[config.mk]
export PLATFORM = sky130hd
export DESIGN_NAME = pad_config_unit
export DESIGN_NICKNAME = d
export VERILOG_FILES = /design/src/pad_config_pkg.sv /design/src/pad_config_unit.sv
export SDC_FILE = /design/constraint.sdc
export NUM_CORES = 1
export LEC_CHECK = 0
export BUFFER_PORTS_ARGS = -buffer_cell sky130_fd_sc_hd__buf_2
export CORE_MARGIN = 2
export CORE_UTILIZATION = 42
export DETAILED_ROUTE_END_ITERATION = 10
export GPL_TIMING_DRIVEN = 0
export MAX_ROUTING_LAYER = met4
export SLEW_MARGIN = 40
export SYNTH_ARGS = -nofsm -noshare
export SYNTH_HDL_FRONTEND = slang
export SYNTH_SLANG_ARGS = --single-unit
[constraint.sdc]
create_clock -name clk -period 2.4 [get_ports clk]
set_clock_uncertainty 0.15 [all_clocks]
set_input_delay 0.48 -clock clk [delete_from_list [all_inputs] [get_ports clk]]
set_output_delay 0.48 -clock clk [all_outputs]
set_load 0.005 [all_outputs]
[src/pad_config_pkg.sv]
// constants, register layout and carrier types of the pad configuration unit
package pad_config_pkg;

  localparam int  NUM_PINS   = 18;
  localparam int  NUM_SLOTS  = 19;
  localparam int  NUM_FCLK   = 7;
  localparam int  ADDR_W     = 12;

  // register byte offsets, one aligned word per pin
  localparam logic [ADDR_W-1:0] OFF_CFG_P0_N17      = 12'h000;
  localparam logic [ADDR_W-1:0] OFF_CFG_P0_N13      = 12'h004;
  localparam logic [ADDR_W-1:0] OFF_CFG_P0_N12      = 12'h008;
  localparam logic [ADDR_W-1:0] OFF_CFG_P0_N5       = 12'h00c;
  localparam logic [ADDR_W-1:0] OFF_CFG_P0_N4       = 12'h010;
  localparam logic [ADDR_W-1:0] OFF_CFG_P0_N3       = 12'h014;
  localparam logic [ADDR_W-1:0] OFF_CFG_P0_N2       = 12'h018;
  localparam logic [ADDR_W-1:0] OFF_CFG_P0_N11_TRUOD = 12'h01c;
  localparam logic [ADDR_W-1:0] OFF_CFG_P0_N10_TRUOD = 12'h020;
  localparam logic [ADDR_W-1:0] OFF_CFG_P0_N16      = 12'h024;
  localparam logic [ADDR_W-1:0] OFF_CFG_P0_N15      = 12'h028;
  localparam logic [ADDR_W-1:0] OFF_CFG_P0_N1       = 12'h02c;
  localparam logic [ADDR_W-1:0] OFF_RESERVED        = 12'h030;
  localparam logic [ADDR_W-1:0] OFF_CFG_P0_N9       = 12'h034;
  localparam logic [ADDR_W-1:0] OFF_CFG_P0_N8       = 12'h038;
  localparam logic [ADDR_W-1:0] OFF_CFG_P0_N7       = 12'h03c;
  localparam logic [ADDR_W-1:0] OFF_CFG_P0_N6       = 12'h040;
  localparam logic [ADDR_W-1:0] OFF_CFG_P0_N0       = 12'h044;
  localparam logic [ADDR_W-1:0] OFF_CFG_P0_N14      = 12'h048;
  localparam logic [ADDR_W-1:0] OFF_LAST            = OFF_CFG_P0_N14;

  // pin number held in each word slot, 5'h1f marks the reserved slot
  localparam logic [4:0] SLOT_NONE = 5'h1f;
  localparam logic [4:0] SLOT_PIN [NUM_SLOTS] = '{
    5'h11, 5'h0d, 5'h0c, 5'h05, 5'h04, 5'h03, 5'h02, 5'h0b, 5'h0a, 5'h10,
    5'h0f, 5'h01, 5'h1f, 5'h09, 5'h08, 5'h07, 5'h06, 5'h00, 5'h0e};

  // the two true open-drain bus pads
  localparam int  BUS_PAD_A  = 10;
  localparam int  BUS_PAD_B  = 11;

  // field positions
  localparam int  MODE_LSB   = 3;
  localparam int  MODE_MSB   = 4;
  localparam int  HYS_BIT    = 5;
  localparam int  INV_BIT    = 6;
  localparam int  POD_BIT    = 10;
  localparam int  SMODE_LSB  = 11;
  localparam int  SMODE_MSB  = 12;
  localparam int  CDIV_LSB   = 13;
  localparam int  CDIV_MSB   = 15;

  // reset values and writable bits
  localparam logic [31:0] RESET_STD   = 32'h0000_0090;
  localparam logic [31:0] RESET_BUS   = 32'h0000_0080;
  localparam logic [31:0] WMASK_STD   = 32'h0000_fc78;
  localparam logic [31:0] WMASK_BUS   = 32'h0000_ff78;

  // pull control encodings
  localparam logic [1:0] PULL_NONE    = 2'h0;
  localparam logic [1:0] PULL_DOWN    = 2'h1;
  localparam logic [1:0] PULL_UP      = 2'h2;
  localparam logic [1:0] PULL_REPEAT  = 2'h3;

  localparam logic [1:0] SMODE_BYPASS = 2'h0;
  localparam logic [2:0] CDIV_RSVD    = 3'h7;

  // drive towards one pad
  typedef struct packed {
    logic pull_up_en;
    logic pull_down_en;
    logic hysteresis_enable;
    logic analog_mode;
    logic drive_level;
    logic drive_oe_b;
  } pad_drive_t;

  // request of the gpio or peripheral function routed to a pad
  typedef struct packed {
    logic out_level;
    logic out_enable;
  } func_req_t;

endpackage : pad_config_pkg

[src/pad_config_unit.sv]
// pad configuration unit: apb register bank, pad control and glitch filters
// How it works
// RL1 - software gates bus clock on first
// RL2 - pull-up on after reset, bus pads none
// RL3 - repeater pulls toward the sensed level
// RL4 - pseudo open-drain only drives low
// RL5 - analog select forces analog pad mode
// RL6 - bus pads always true open-drain, filterable
// RL7 - filter rejects pulses below sample count
// RL8 - each pin picks one of seven ticks
// RL9 - bypass passes pin with no sampling
// RL10 - level passes after count plus one
// RL11 - threshold-plus-one pulses may be rejected
// RL12 - software keeps filter off when fast
// RL13 - software trades clock rate and count
// RL14 - one read-write word per pin
// RL15 - reset values 0x90 and 0x80
// RL16 - unbonded pins read as reserved
// RL17 - software parks unbonded bus pads low
// RL18 - pull field encodes none/down/up/repeat
// RL19 - sample count zero bypasses filter
// RL20 - clock select 0..6, seven reserved
// RL21 - invert, hysteresis and open-drain bits
// RL22 - candidate restarts counter on change
// RL23 - pin synchronised before counting
//
// Register access over APB was chosen for this implementation.
`timescale 1ns/1ns
`default_nettype none

module pad_config_unit
  import pad_config_pkg::*;
#(
  parameter logic [17:0] PIN_BONDED = 18'h3ffff
) (
  // clock and reset
  input  wire logic                          clk,
  input  wire logic                          rst_b,
  // apb slave
  input  wire logic                          psel,
  input  wire logic                          penable,
  input  wire logic                          pwrite,
  input  wire logic [pad_config_pkg::ADDR_W-1:0] paddr,
  input  wire logic [31:0]                   pwdata,
  input  wire logic [3:0]                    pstrb,
  output logic                               pready,
  output logic                               pslverr,
  output logic [31:0]                        prdata,
  // divided filter clock ticks, one clk cycle each
  input  wire logic [pad_config_pkg::NUM_FCLK-1:0] filter_clock_n,
  // switch matrix side
  input  wire pad_config_pkg::func_req_t [17:0] func_req,
  input  wire logic [17:0]                   analog_select,
  output logic [17:0]                        core_in,
  // pad side
  input  wire logic [17:0]                   pad_in,
  output pad_config_pkg::pad_drive_t [17:0]  pad_drive
);
  import pad_config_pkg::*;

  // configuration words indexed by pin number
  logic [31:0] cfg       [NUM_PINS];
  logic [17:0] sync1;
  logic [17:0] sync2;
  logic [17:0] cand;
  logic [1:0]  stable_cnt [NUM_PINS];
  logic [17:0] filt_out;

  // decode of the addressed slot
  function automatic logic [4:0] slot_to_pin(input logic [ADDR_W-1:0] addr);
    logic [4:0] pin;
    pin = SLOT_NONE;
    if (addr[1:0] == 2'h0 && addr <= OFF_LAST) begin
      pin = SLOT_PIN[addr[6:2]];
    end
    return pin;
  endfunction : slot_to_pin

  function automatic logic is_bus_pad(input int idx);
    return (idx == BUS_PAD_A) || (idx == BUS_PAD_B);
  endfunction : is_bus_pad

  // byte-lane merge under strobes and writable mask
  function automatic logic [31:0] merge_word(input logic [31:0] old_w,
                                             input logic [31:0] new_w,
                                             input logic [3:0]  strb,
                                             input logic [31:0] wmask);
    logic [31:0] m;
    m = {{8{strb[3]}}, {8{strb[2]}}, {8{strb[1]}}, {8{strb[0]}}} & wmask;
    return (old_w & ~m) | (new_w & m);
  endfunction : merge_word

  // bus decode
  wire logic [4:0] sel_pin   = slot_to_pin(paddr);
  wire logic       sel_valid = (sel_pin != SLOT_NONE) && PIN_BONDED[sel_pin]; // RL16
  wire logic       setup_ph  = psel && !penable;
  wire logic       wr_take   = psel && penable && pwrite && sel_valid;
  wire logic [31:0] rd_word  = sel_valid ? cfg[sel_pin] : 32'h0000_0000; // RL14

  // zero-wait slave, reserved words answer zero without error
  assign pready  = 1'b1;
  assign pslverr = 1'b0;

  // read data registered in the setup cycle
  always_ff @(posedge clk or negedge rst_b) begin
    if (!rst_b) begin
      prdata <= 32'h0000_0000;
    end else if (setup_ph && !pwrite) begin
      prdata <= rd_word;
    end
  end

  // two-flop synchroniser of pad inputs
  always_ff @(posedge clk or negedge rst_b) begin
    if (!rst_b) begin
      sync1 <= 18'h3ffff;
      sync2 <= 18'h3ffff;
    end else begin
      sync1 <= pad_in; // RL23
      sync2 <= sync1;
    end
  end

  genvar gi;
  generate
    for (gi = 0; gi < NUM_PINS; gi++) begin : g_pin
      localparam logic BUS = is_bus_pad(gi);
      localparam logic [31:0] RST_V = BUS ? RESET_BUS : RESET_STD;
      localparam logic [31:0] WMSK  = BUS ? WMASK_BUS : WMASK_STD;

      // field decode of this pin
      wire logic [1:0] pull_mode = cfg[gi][MODE_MSB:MODE_LSB];
      wire logic [1:0] smode     = cfg[gi][SMODE_MSB:SMODE_LSB];
      wire logic [2:0] cdiv      = cfg[gi][CDIV_MSB:CDIV_LSB];
      wire logic       input_invert       = cfg[gi][INV_BIT]; // RL21
      wire logic       pod       = cfg[gi][POD_BIT]; // RL21
      wire logic       bypass    = (smode == SMODE_BYPASS); // RL19
      wire logic       tick      = (cdiv != CDIV_RSVD) && filter_clock_n[cdiv]; // RL8 RL20
      wire logic       sample    = sync2[gi];
      wire logic       differs   = (sample != cand[gi]);
      // first differing tick counts as edge one, so smode further edges complete the level
      wire logic       done      = !differs && (stable_cnt[gi] == smode - 2'h1); // RL10

      // configuration word, writable bits only
      always_ff @(posedge clk or negedge rst_b) begin
        if (!rst_b) begin
          cfg[gi] <= RST_V; // RL15 RL2
        end else if (wr_take && sel_pin == 5'(gi)) begin
          cfg[gi] <= merge_word(cfg[gi], pwdata, pstrb, WMSK); // RL14
        end
      end

      // stable-sample counter on the selected filter tick
      always_ff @(posedge clk or negedge rst_b) begin
        if (!rst_b) begin
          cand[gi]       <= 1'b1;
          stable_cnt[gi] <= 2'h0;
          filt_out[gi]   <= 1'b1;
        end else if (bypass) begin
          cand[gi]       <= sample;
          stable_cnt[gi] <= 2'h0;
          filt_out[gi]   <= sample;
        end else if (tick) begin
          if (differs) begin
            cand[gi]       <= sample; // RL22
            stable_cnt[gi] <= 2'h0; // RL22
          end else if (done) begin
            filt_out[gi]   <= cand[gi]; // RL10 RL7
          end else begin
            stable_cnt[gi] <= stable_cnt[gi] + 2'h1; // RL10
          end
        end
      end

      // level seen by internal logic, bypass is a straight path
      assign core_in[gi] = (bypass ? pad_in[gi] : filt_out[gi]) ^ input_invert; // RL9 RL21 RL6

      // output drive: bus pads true open-drain, others optional pseudo open-drain
      wire logic od_mode  = BUS ? 1'b1 : pod; // RL4 RL6
      wire logic drive_en = func_req[gi].out_enable && !analog_select[gi] &&
                            (od_mode ? !func_req[gi].out_level : 1'b1); // RL4
      wire logic repeat_m = (pull_mode == PULL_REPEAT);

      assign pad_drive[gi].drive_oe_b   = !drive_en;
      assign pad_drive[gi].drive_level  = od_mode ? 1'b0 : func_req[gi].out_level; // RL4
      assign pad_drive[gi].analog_mode  = analog_select[gi]; // RL5
      assign pad_drive[gi].hysteresis_enable = cfg[gi][HYS_BIT]; // RL21
      // pull resistors; bus pads have none, analog disables them
      assign pad_drive[gi].pull_up_en   = !BUS && !analog_select[gi] &&
                                          ((pull_mode == PULL_UP) ||
                                           (repeat_m && sample)); // RL18 RL3 RL2
      assign pad_drive[gi].pull_down_en = !BUS && !analog_select[gi] &&
                                          ((pull_mode == PULL_DOWN) ||
                                           (repeat_m && !sample)); // RL18 RL3
    end
  endgenerate

endmodule : pad_config_unit

`default_nettype wire

### Word level (Yosys, flattened, before mapping)

Memory sizes are Yosys's and may differ from the RTL's.
Cells that the tools add are included.

| operators by class | value |
|---|---|
| add/sub/neg operators | 36 |
| reduce and logical (&&, ||, !) cells | 411 |
| equal/unequal tests | 156 |
| bitwise logic cells | 60 |
| mux-type cells | 292 |
| $lt $le $gt $ge | 22 |

Operators by type and width:

| kind | count |
|---|---|
| $and A32 B32 Y32 | 18 |
| $or A32 B32 Y32 | 18 |
| $mux W1 | 195 |
| $logic_and A1 B1 Y1 | 161 |
| $bmux W32 S5 | 1 |
| $mux W2 | 72 |
| $ne A3 B3 Y1 const B | 36 |
| $reduce_bool A2 Y1 | 54 |
| $mux W32 | 3 |
| $logic_not A1 Y1 | 90 |
| $lt A3 B4 Y1 const B | 18 |
| $reduce_and A2 Y1 | 36 |
| $and A32 B16 Y32 | 2 |
| $eq A2 B2 Y1 const B | 32 |
| $not A16 Y32 | 2 |
| $bmux W1 S3 | 18 |
| $reduce_and A3 Y1 | 18 |
| $eq A5 B4 Y1 const B | 8 |
| $logic_not A2 Y1 | 19 |
| $add A2 B1 Y2 const B | 18 |
| $eq A2 B2 Y1 | 18 |
| $ne A2 B2 Y1 const B | 18 |
| $sub A2 B1 Y2 const B | 18 |
| $eq A2 B1 Y1 const B | 16 |
| 14 further kinds | 88 |

| word-level totals | value |
|---|---|
| output and inout port bits | 160 |
| register bits | 716 |
| memory bits (read-only) | 192 |
| memories kept | 2 |

Memories:

| name | depth | bits a word | read ports | clocked after Yosys merged registers in | wr ports | RTL line | text |
|---|---|---|---|---|---|---|---|
| (no name shown) | 32 | 5 | 1 | 0 | 0 | pad_config_unit.sv:74 | `pin = SLOT_PIN[addr[6:2]];` |
| (no name shown) | 32 | 1 | 1 | 0 | 0 | pad_config_unit.sv:95 | `wire logic sel_valid = (sel_pin != SLOT_NONE) && PIN_BONDED[sel_pin];` |

### Longest topological paths before layout

| logic depth | value |
|---|---|
| depth after elaboration | 10 |
| mapped depth | 12 |
| mapped depth without buffers | 10 |

### Least setup slack after synthesis

OpenSTA, ideal clock, no wires.

| path | value |
|---|---|
| path type | input port to flip-flop |
| start point | input paddr[2] in the netlist's numbering |
| end point | register cfg[394] in the netlist's numbering |
| stages | 10 |
| path buffers | 1 |
| arrival time | 2,861 ps |
| slack | -739 ps |
| cells stage by stage | inv_1 -> ha_1 -> nor2b_1 -> o31a_1 -> a311oi_2 -> nand2_1 -> or3_1 -> buf_2 -> nor2_4 -> mux2_1 |

| between the ends | value |
|---|---|
| longest elaborated chain between the ends | 10 |
| elaborated cells between the ends (all ways) | 14 |

RTL lines:

| item | RTL line | text |
|---|---|---|
| start: declaration | pad_config_unit.sv:43 | `input wire logic [pad_config_pkg::ADDR_W-1:0] paddr,` |
| $not A5 Y6 (not written as such) | pad_config_unit.sv:74 |  |
| $mem_v2 Z32 W5 | - |  |
| $mux W5 (not written as such) (2 in a row) | pad_config_unit.sv:74 |  |
| $mux W5 * | pad_config_unit.sv:73 | `if (addr[1:0] == 2'h0 && addr <= OFF_LAST) begin` |
| $mem_v2 Z32 W1 | - |  |
| $mux W1 (not written as such) | pad_config_unit.sv:95 |  |
| $logic_and A1 B1 Y1 | pad_config_unit.sv:95 |  |
| $logic_and A1 B1 Y1 | pad_config_unit.sv:97 | `wire logic wr_take = psel && penable && pwrite && sel_valid;` |
| $logic_and A1 B1 Y1 * | pad_config_unit.sv:148 | `end else if (wr_take && sel_pin == 5'(gi)) begin` |
| end signal: indexed assignment | pad_config_unit.sv:149 | `cfg[gi] <= merge_word(cfg[gi], pwdata, pstrb, WMSK);` |
| end: declaration | pad_config_unit.sv:62 | `logic [31:0] cfg [NUM_PINS];` |

Mark *: on every way between the ends. The rest lies on a longest branch, timed or not. The select of a mux whose other input is x is not followed.
A chain may end at the register's enable or synchronous reset.

### Worst setup path after layout

| path | value |
|---|---|
| start point | input paddr[2] in the netlist's numbering |
| end point | register prdata[6] |

| between the ends | value |
|---|---|
| longest elaborated chain between the ends | 10 |
| elaborated cells between the ends (all ways) | 16 |

RTL lines:

| item | RTL line | text |
|---|---|---|
| $not A5 Y6 (not written as such) | pad_config_unit.sv:74 |  |
| $mem_v2 Z32 W5 | - |  |
| $mux W5 (not written as such) (2 in a row) | pad_config_unit.sv:74 |  |
| $mux W5 * | pad_config_unit.sv:73 |  |
| $not A5 Y6 (not written as such) | pad_config_unit.sv:98 | `wire logic [31:0] rd_word = sel_valid ? cfg[sel_pin] : 32'h0000_0000;` |
| $bmux W32 S5 | pad_config_unit.sv:98 |  |
| $mux W32 (not written as such) (2 in a row) | pad_config_unit.sv:98 |  |
| $mux W32 * | pad_config_unit.sv:98 |  |
| end signal: assignment | pad_config_unit.sv:109 | `prdata <= rd_word;` |
| end: declaration | pad_config_unit.sv:48 | `output logic [31:0] prdata,` |

Marked as above.

==> run summary <==
The hold violation total from the final report is 0. The number of DRC markers in iteration 0 came out at 1,048. The growth of design area from synthesis to finish is 37.9%. The final number of setup-violating endpoints came out at 104.

The core box area is 0.0409 mm^2. In this run the worst path has a maximum fanout of 7. After global routing, the most crowded layer is met2. The last element of the critical path is prdata[6]. TritonCTS built the clock tree.

The port buffer count came out at 234. The overall die height came out at 208 um. The register-to-register setup slack came out at 0.13 ns. The Yosys step of the flow raised 0 warnings. The all-layer global routing usage is 0.256. The run finished, with violations left. The flop and latch count out of synthesis is 305. The number of slew-limit violations in the final report is 0. The type of element capturing the critical path is a flip-flop. The number of top-level pins came out at 292.

The global routing usage on met3 came out at 0.0563. The worst setup path is of the in -> reg kind. The tightest hold path in the finished design has a slack of 0.0602 ns. The maximum clock rate came out at 0.388 GHz. STA puts the critical path data arrival time at 2.92 ns. After layout, the worst setup slack is -0.180 ns. The number of clock buffers inserted by TritonCTS is 37. In this run the worst setup path begins at paddr[2].

The setup slack at placement is -1.68 ns. The share of the Yosys chip area taken by registers is 0.445. The commonest register cell after synthesis is dfrtp_1.

In this run, distinct cell masters in the synthesized netlist total 60. Summed over all instances, the cell type with the most area after synthesis is dfrtp_1. The reported net switching power is 3240 uW. Of the post-synthesis cell area, the dominant cell type holds 0.312.

In this run the tightest slew margin relative to its limit is 0.413. By instance count, the leading cell after synthesis is nand2_1. In the post-synthesis netlist, the biggest area contributors are dfrtp_1 31%, dfstp_2 13%, mux2_2 6.6%. At the end of the flow, the number of nets in the layout was 2,312. In the finished design, the share of the clock period the worst path needs comes to 1.08. The starting density of the core came out at 0.426. For this design the static power due to leakage is 0.0112 uW. The cell-internal power came out at 9820 uW. The transition time at the pin with the least slew margin is 0.881 ns.

The worst-case reg-to-reg path depth is 6. The clock share of power is 0.459. The detail-routed net length per standard cell came out at 20.4 um. The met1 track utilization from global routing came out at 0.330. For the worst setup path, the data required time is 2.74 ns. The count of antenna-violating nets left after detailed routing is 0. The worst setup path is launched from an input pin. The source of the worst register-to-register timing path is cfg[174]. The number of global-route vias before repair is 14,400. The number of antenna violations at the first check in global routing came out at 7.

In the global route stage, met2 resource usage came out at 0.410. The number of placement rows came out at 74. In the routed design, unresolved DRC markers number 0. The post-synthesis cell area came out at 0.0174 mm^2. The die extent in x came out at 208 um. Entering global routing, the biggest net connects 68 pins. The mean area per synthesized cell is 10.2 um^2. The count of clock tree sinks is 305.

The proportion of power drawn by combinational gates is 0.112. The checks that failed: setup timing. The first global-routing pass estimated 83,900 um of wire.

After clock tree synthesis, the clock-pin slew on the worst setup and hold paths is 0.06 ns. In this run the critical register-to-register path is captured at stable_cnt[11]. The fraction of synthesis flops using an asynchronous set or reset pin came out at 1.00. The worst supply voltage drop on vdd is 0.000492 V. Clock latency on the worst-skew pair, taken at its later pin, is 0.56 ns.

The H-tree was split into 2 levels. Setup repair after global routing could not meet its margin everywhere. The cell at the root of the clock tree is clkbuf_16. The post-detailed-routing wire length is 55,600 um.

The number of maximum-capacitance constraint violations came out at 0. Of the total power, the share spent switching nets is 0.248. The time the worst path needs with I/O delays and setup is 2.58 ns. The fraction of final layout cells with drive strength greater than 1 is 0.470. The total congestion overflow after global routing came out at 0. The number of detailed-routing iterations run before antenna repair is 5.

By count the netlist is led by 219 x nand2_1, 217 x dfrtp_1, 102 x mux2_2, 93 x inv_1, 93 x mux2_1. The maximum number of buffers from clock root to sink came out at 3. The sequential fraction of design power is 0.429. Synthesis handed over a netlist of 1,704 instances.

The weighted congestion reported at the end of routability-driven placement is 0.914. The area enclosed by the die boundary came out at 0.0431 mm^2. The ratio of routed vias to standard cells is 5.44. Fill cells in the final layout number 3,401. The number of enable flip-flop cells after synthesis is 0. In this run the worst hold path is classified as in -> reg. The cell area power density is 544 mW/mm^2.

For this block, the via count after detailed routing is 14,800. The estimated wirelength of the detail-placed design came out at 38,800 um.
registers in the layout, summed over array words and instances (netlist names):
signal and flops:
cfg 166, stable_cnt 36, cand 18, filt_out 18
pad_drive 18, sync1 18, sync2 18, prdata 13
stage by stage:
stage / TNS (ns) / power [uW] / instance area (um^2) / instances / utilization
after CTS: -4.66 / 13100 / 22900 / 2636 / 0.561
after global placement: -1652.52 / 6920 / 19700 / 2495 / 0.480
after detailed placement: -246.62 / 6990 / 19800 / 2501 / 0.485
after global routing: -12.83 / 13600 / 24000 / 2724 / 0.587
after floorplan: -82.43 / 6400 / 17800 / 1729 / -
final: -7.74 / 13100 / 24000 / 2724 / 0.587
worst min path at each step:
stage / cells past startpoint / end / slack [ns] / start
2_1_floorplan: 0 / cfg[102] / 0.03 / rst_b
3_3_place_gp: 0 / sync2[4] / 0.20 / sync1[4]
3_5_place_dp: 0 / sync2[4] / 0.20 / sync1[4]
4_1_cts: 2 / cfg[200] / 0.04 / pwdata[8]
5_1_grt: 2 / cfg[233] / 0.04 / pwdata[9]
6_report: 2 / cfg[200] / 0.06 / pwdata[8]
cells by family (layout without fill, tap and decap cells):
logic type / Yosys count / count (layout) / share of synthesized area
AND/OR/NAND/NOR: 535 / 536 / 0.152
flip-flops: 305 / 305 / 0.445
multiplexers: 289 / 289 / 0.193
AO/OA/AOI/OAI: 249 / 249 / 0.0940
buffers and inverters: 228 / 684 / 0.0631
XOR/XNOR: 73 / 73 / 0.0367
adder cells (fa/ha/maj): 23 / 23 / 0.0165
other: 2 / 33 / 0.000431
layout make-up:
cell class / count / area, um^2 / share of cell area
Multi-Input combinational cell: 1197 / 10200 / 0.425
Sequential cell: 305 / 7740 / 0.322
Timing Repair Buffer: 404 / 2810 / 0.117
Clock buffer: 57 / 1130 / 0.0472
Buffer: 118 / 913 / 0.0380
Tap cell: 532 / 666 / 0.0277
Inverter: 94 / 370 / 0.0154
Clock inverter: 11 / 165 / 0.00687
Antenna cell: 6 / 15.0 / 0.000625
per-layer routing:
metal | routed length [um] | up-vias
met1 | 23700 | 7390
met5 | 0 | -
met4 | 1410 | 0
met3 | 4040 | 97
met2 | 26500 | 511
li1 | - | 6834
repair_timing:
item                                    CTS  global route
gates resized for setup                 266           138
endpoints found under the setup margin  217           224
endpoints found under the hold margin    50             0
gates cloned                              1             1
pin swaps                                56            70
hold buffers                             19             0
buffers inserted                         63            78
power by group through the flow:
stage | sequential (uW) | combinational (uW) | clock (uW)
after global routing | 5640 | 1610 | 6310
final | 5610 | 1460 | 6000
after global placement | 5670 | 1240 | 0
after detailed placement | 5690 | 1300 | 0
after CTS | 5600 | 1420 | 6100
after floorplan | 5650 | 757 | 0
layout by cell type (no fill, tap or decap), types with 20 or more instances in the layout:
cell / count
a21oi_1: 50
buf_2: 231
buf_4: 185
buf_6: 29
clkbuf_1: 24
clkbuf_16: 41
conb_1: 27
dfrtp_1: 215
dfstp_2: 88
ha_4: 20
inv_1: 64
inv_2: 28
mux2_1: 27
mux2_2: 99
mux2_4: 69
mux2i_1: 53
nand2_1: 203
nand3_1: 69
nor2_1: 68
nor2_4: 20
nor2b_1: 22
nor3b_1: 28
o21ai_0: 43
o21ai_1: 23
xnor2_1: 38
xor2_1: 34
critical path, cell delays in order:
cell	delay (ns)
buf_12	0.11
inv_12	0.05
ha_4	0.16
nor2b_4	0.05
o31a_4	0.33
a311oi_4	0.24
buf_6	0.18
buf_4	0.12
a2111oi_4	0.07
clkbuf_8	0.19
nand3_2	0.09
nand4_1	0.28
o31ai_2	0.36
a32o_1	0.20
Note: power is estimated with default switching activity, not from simulation.
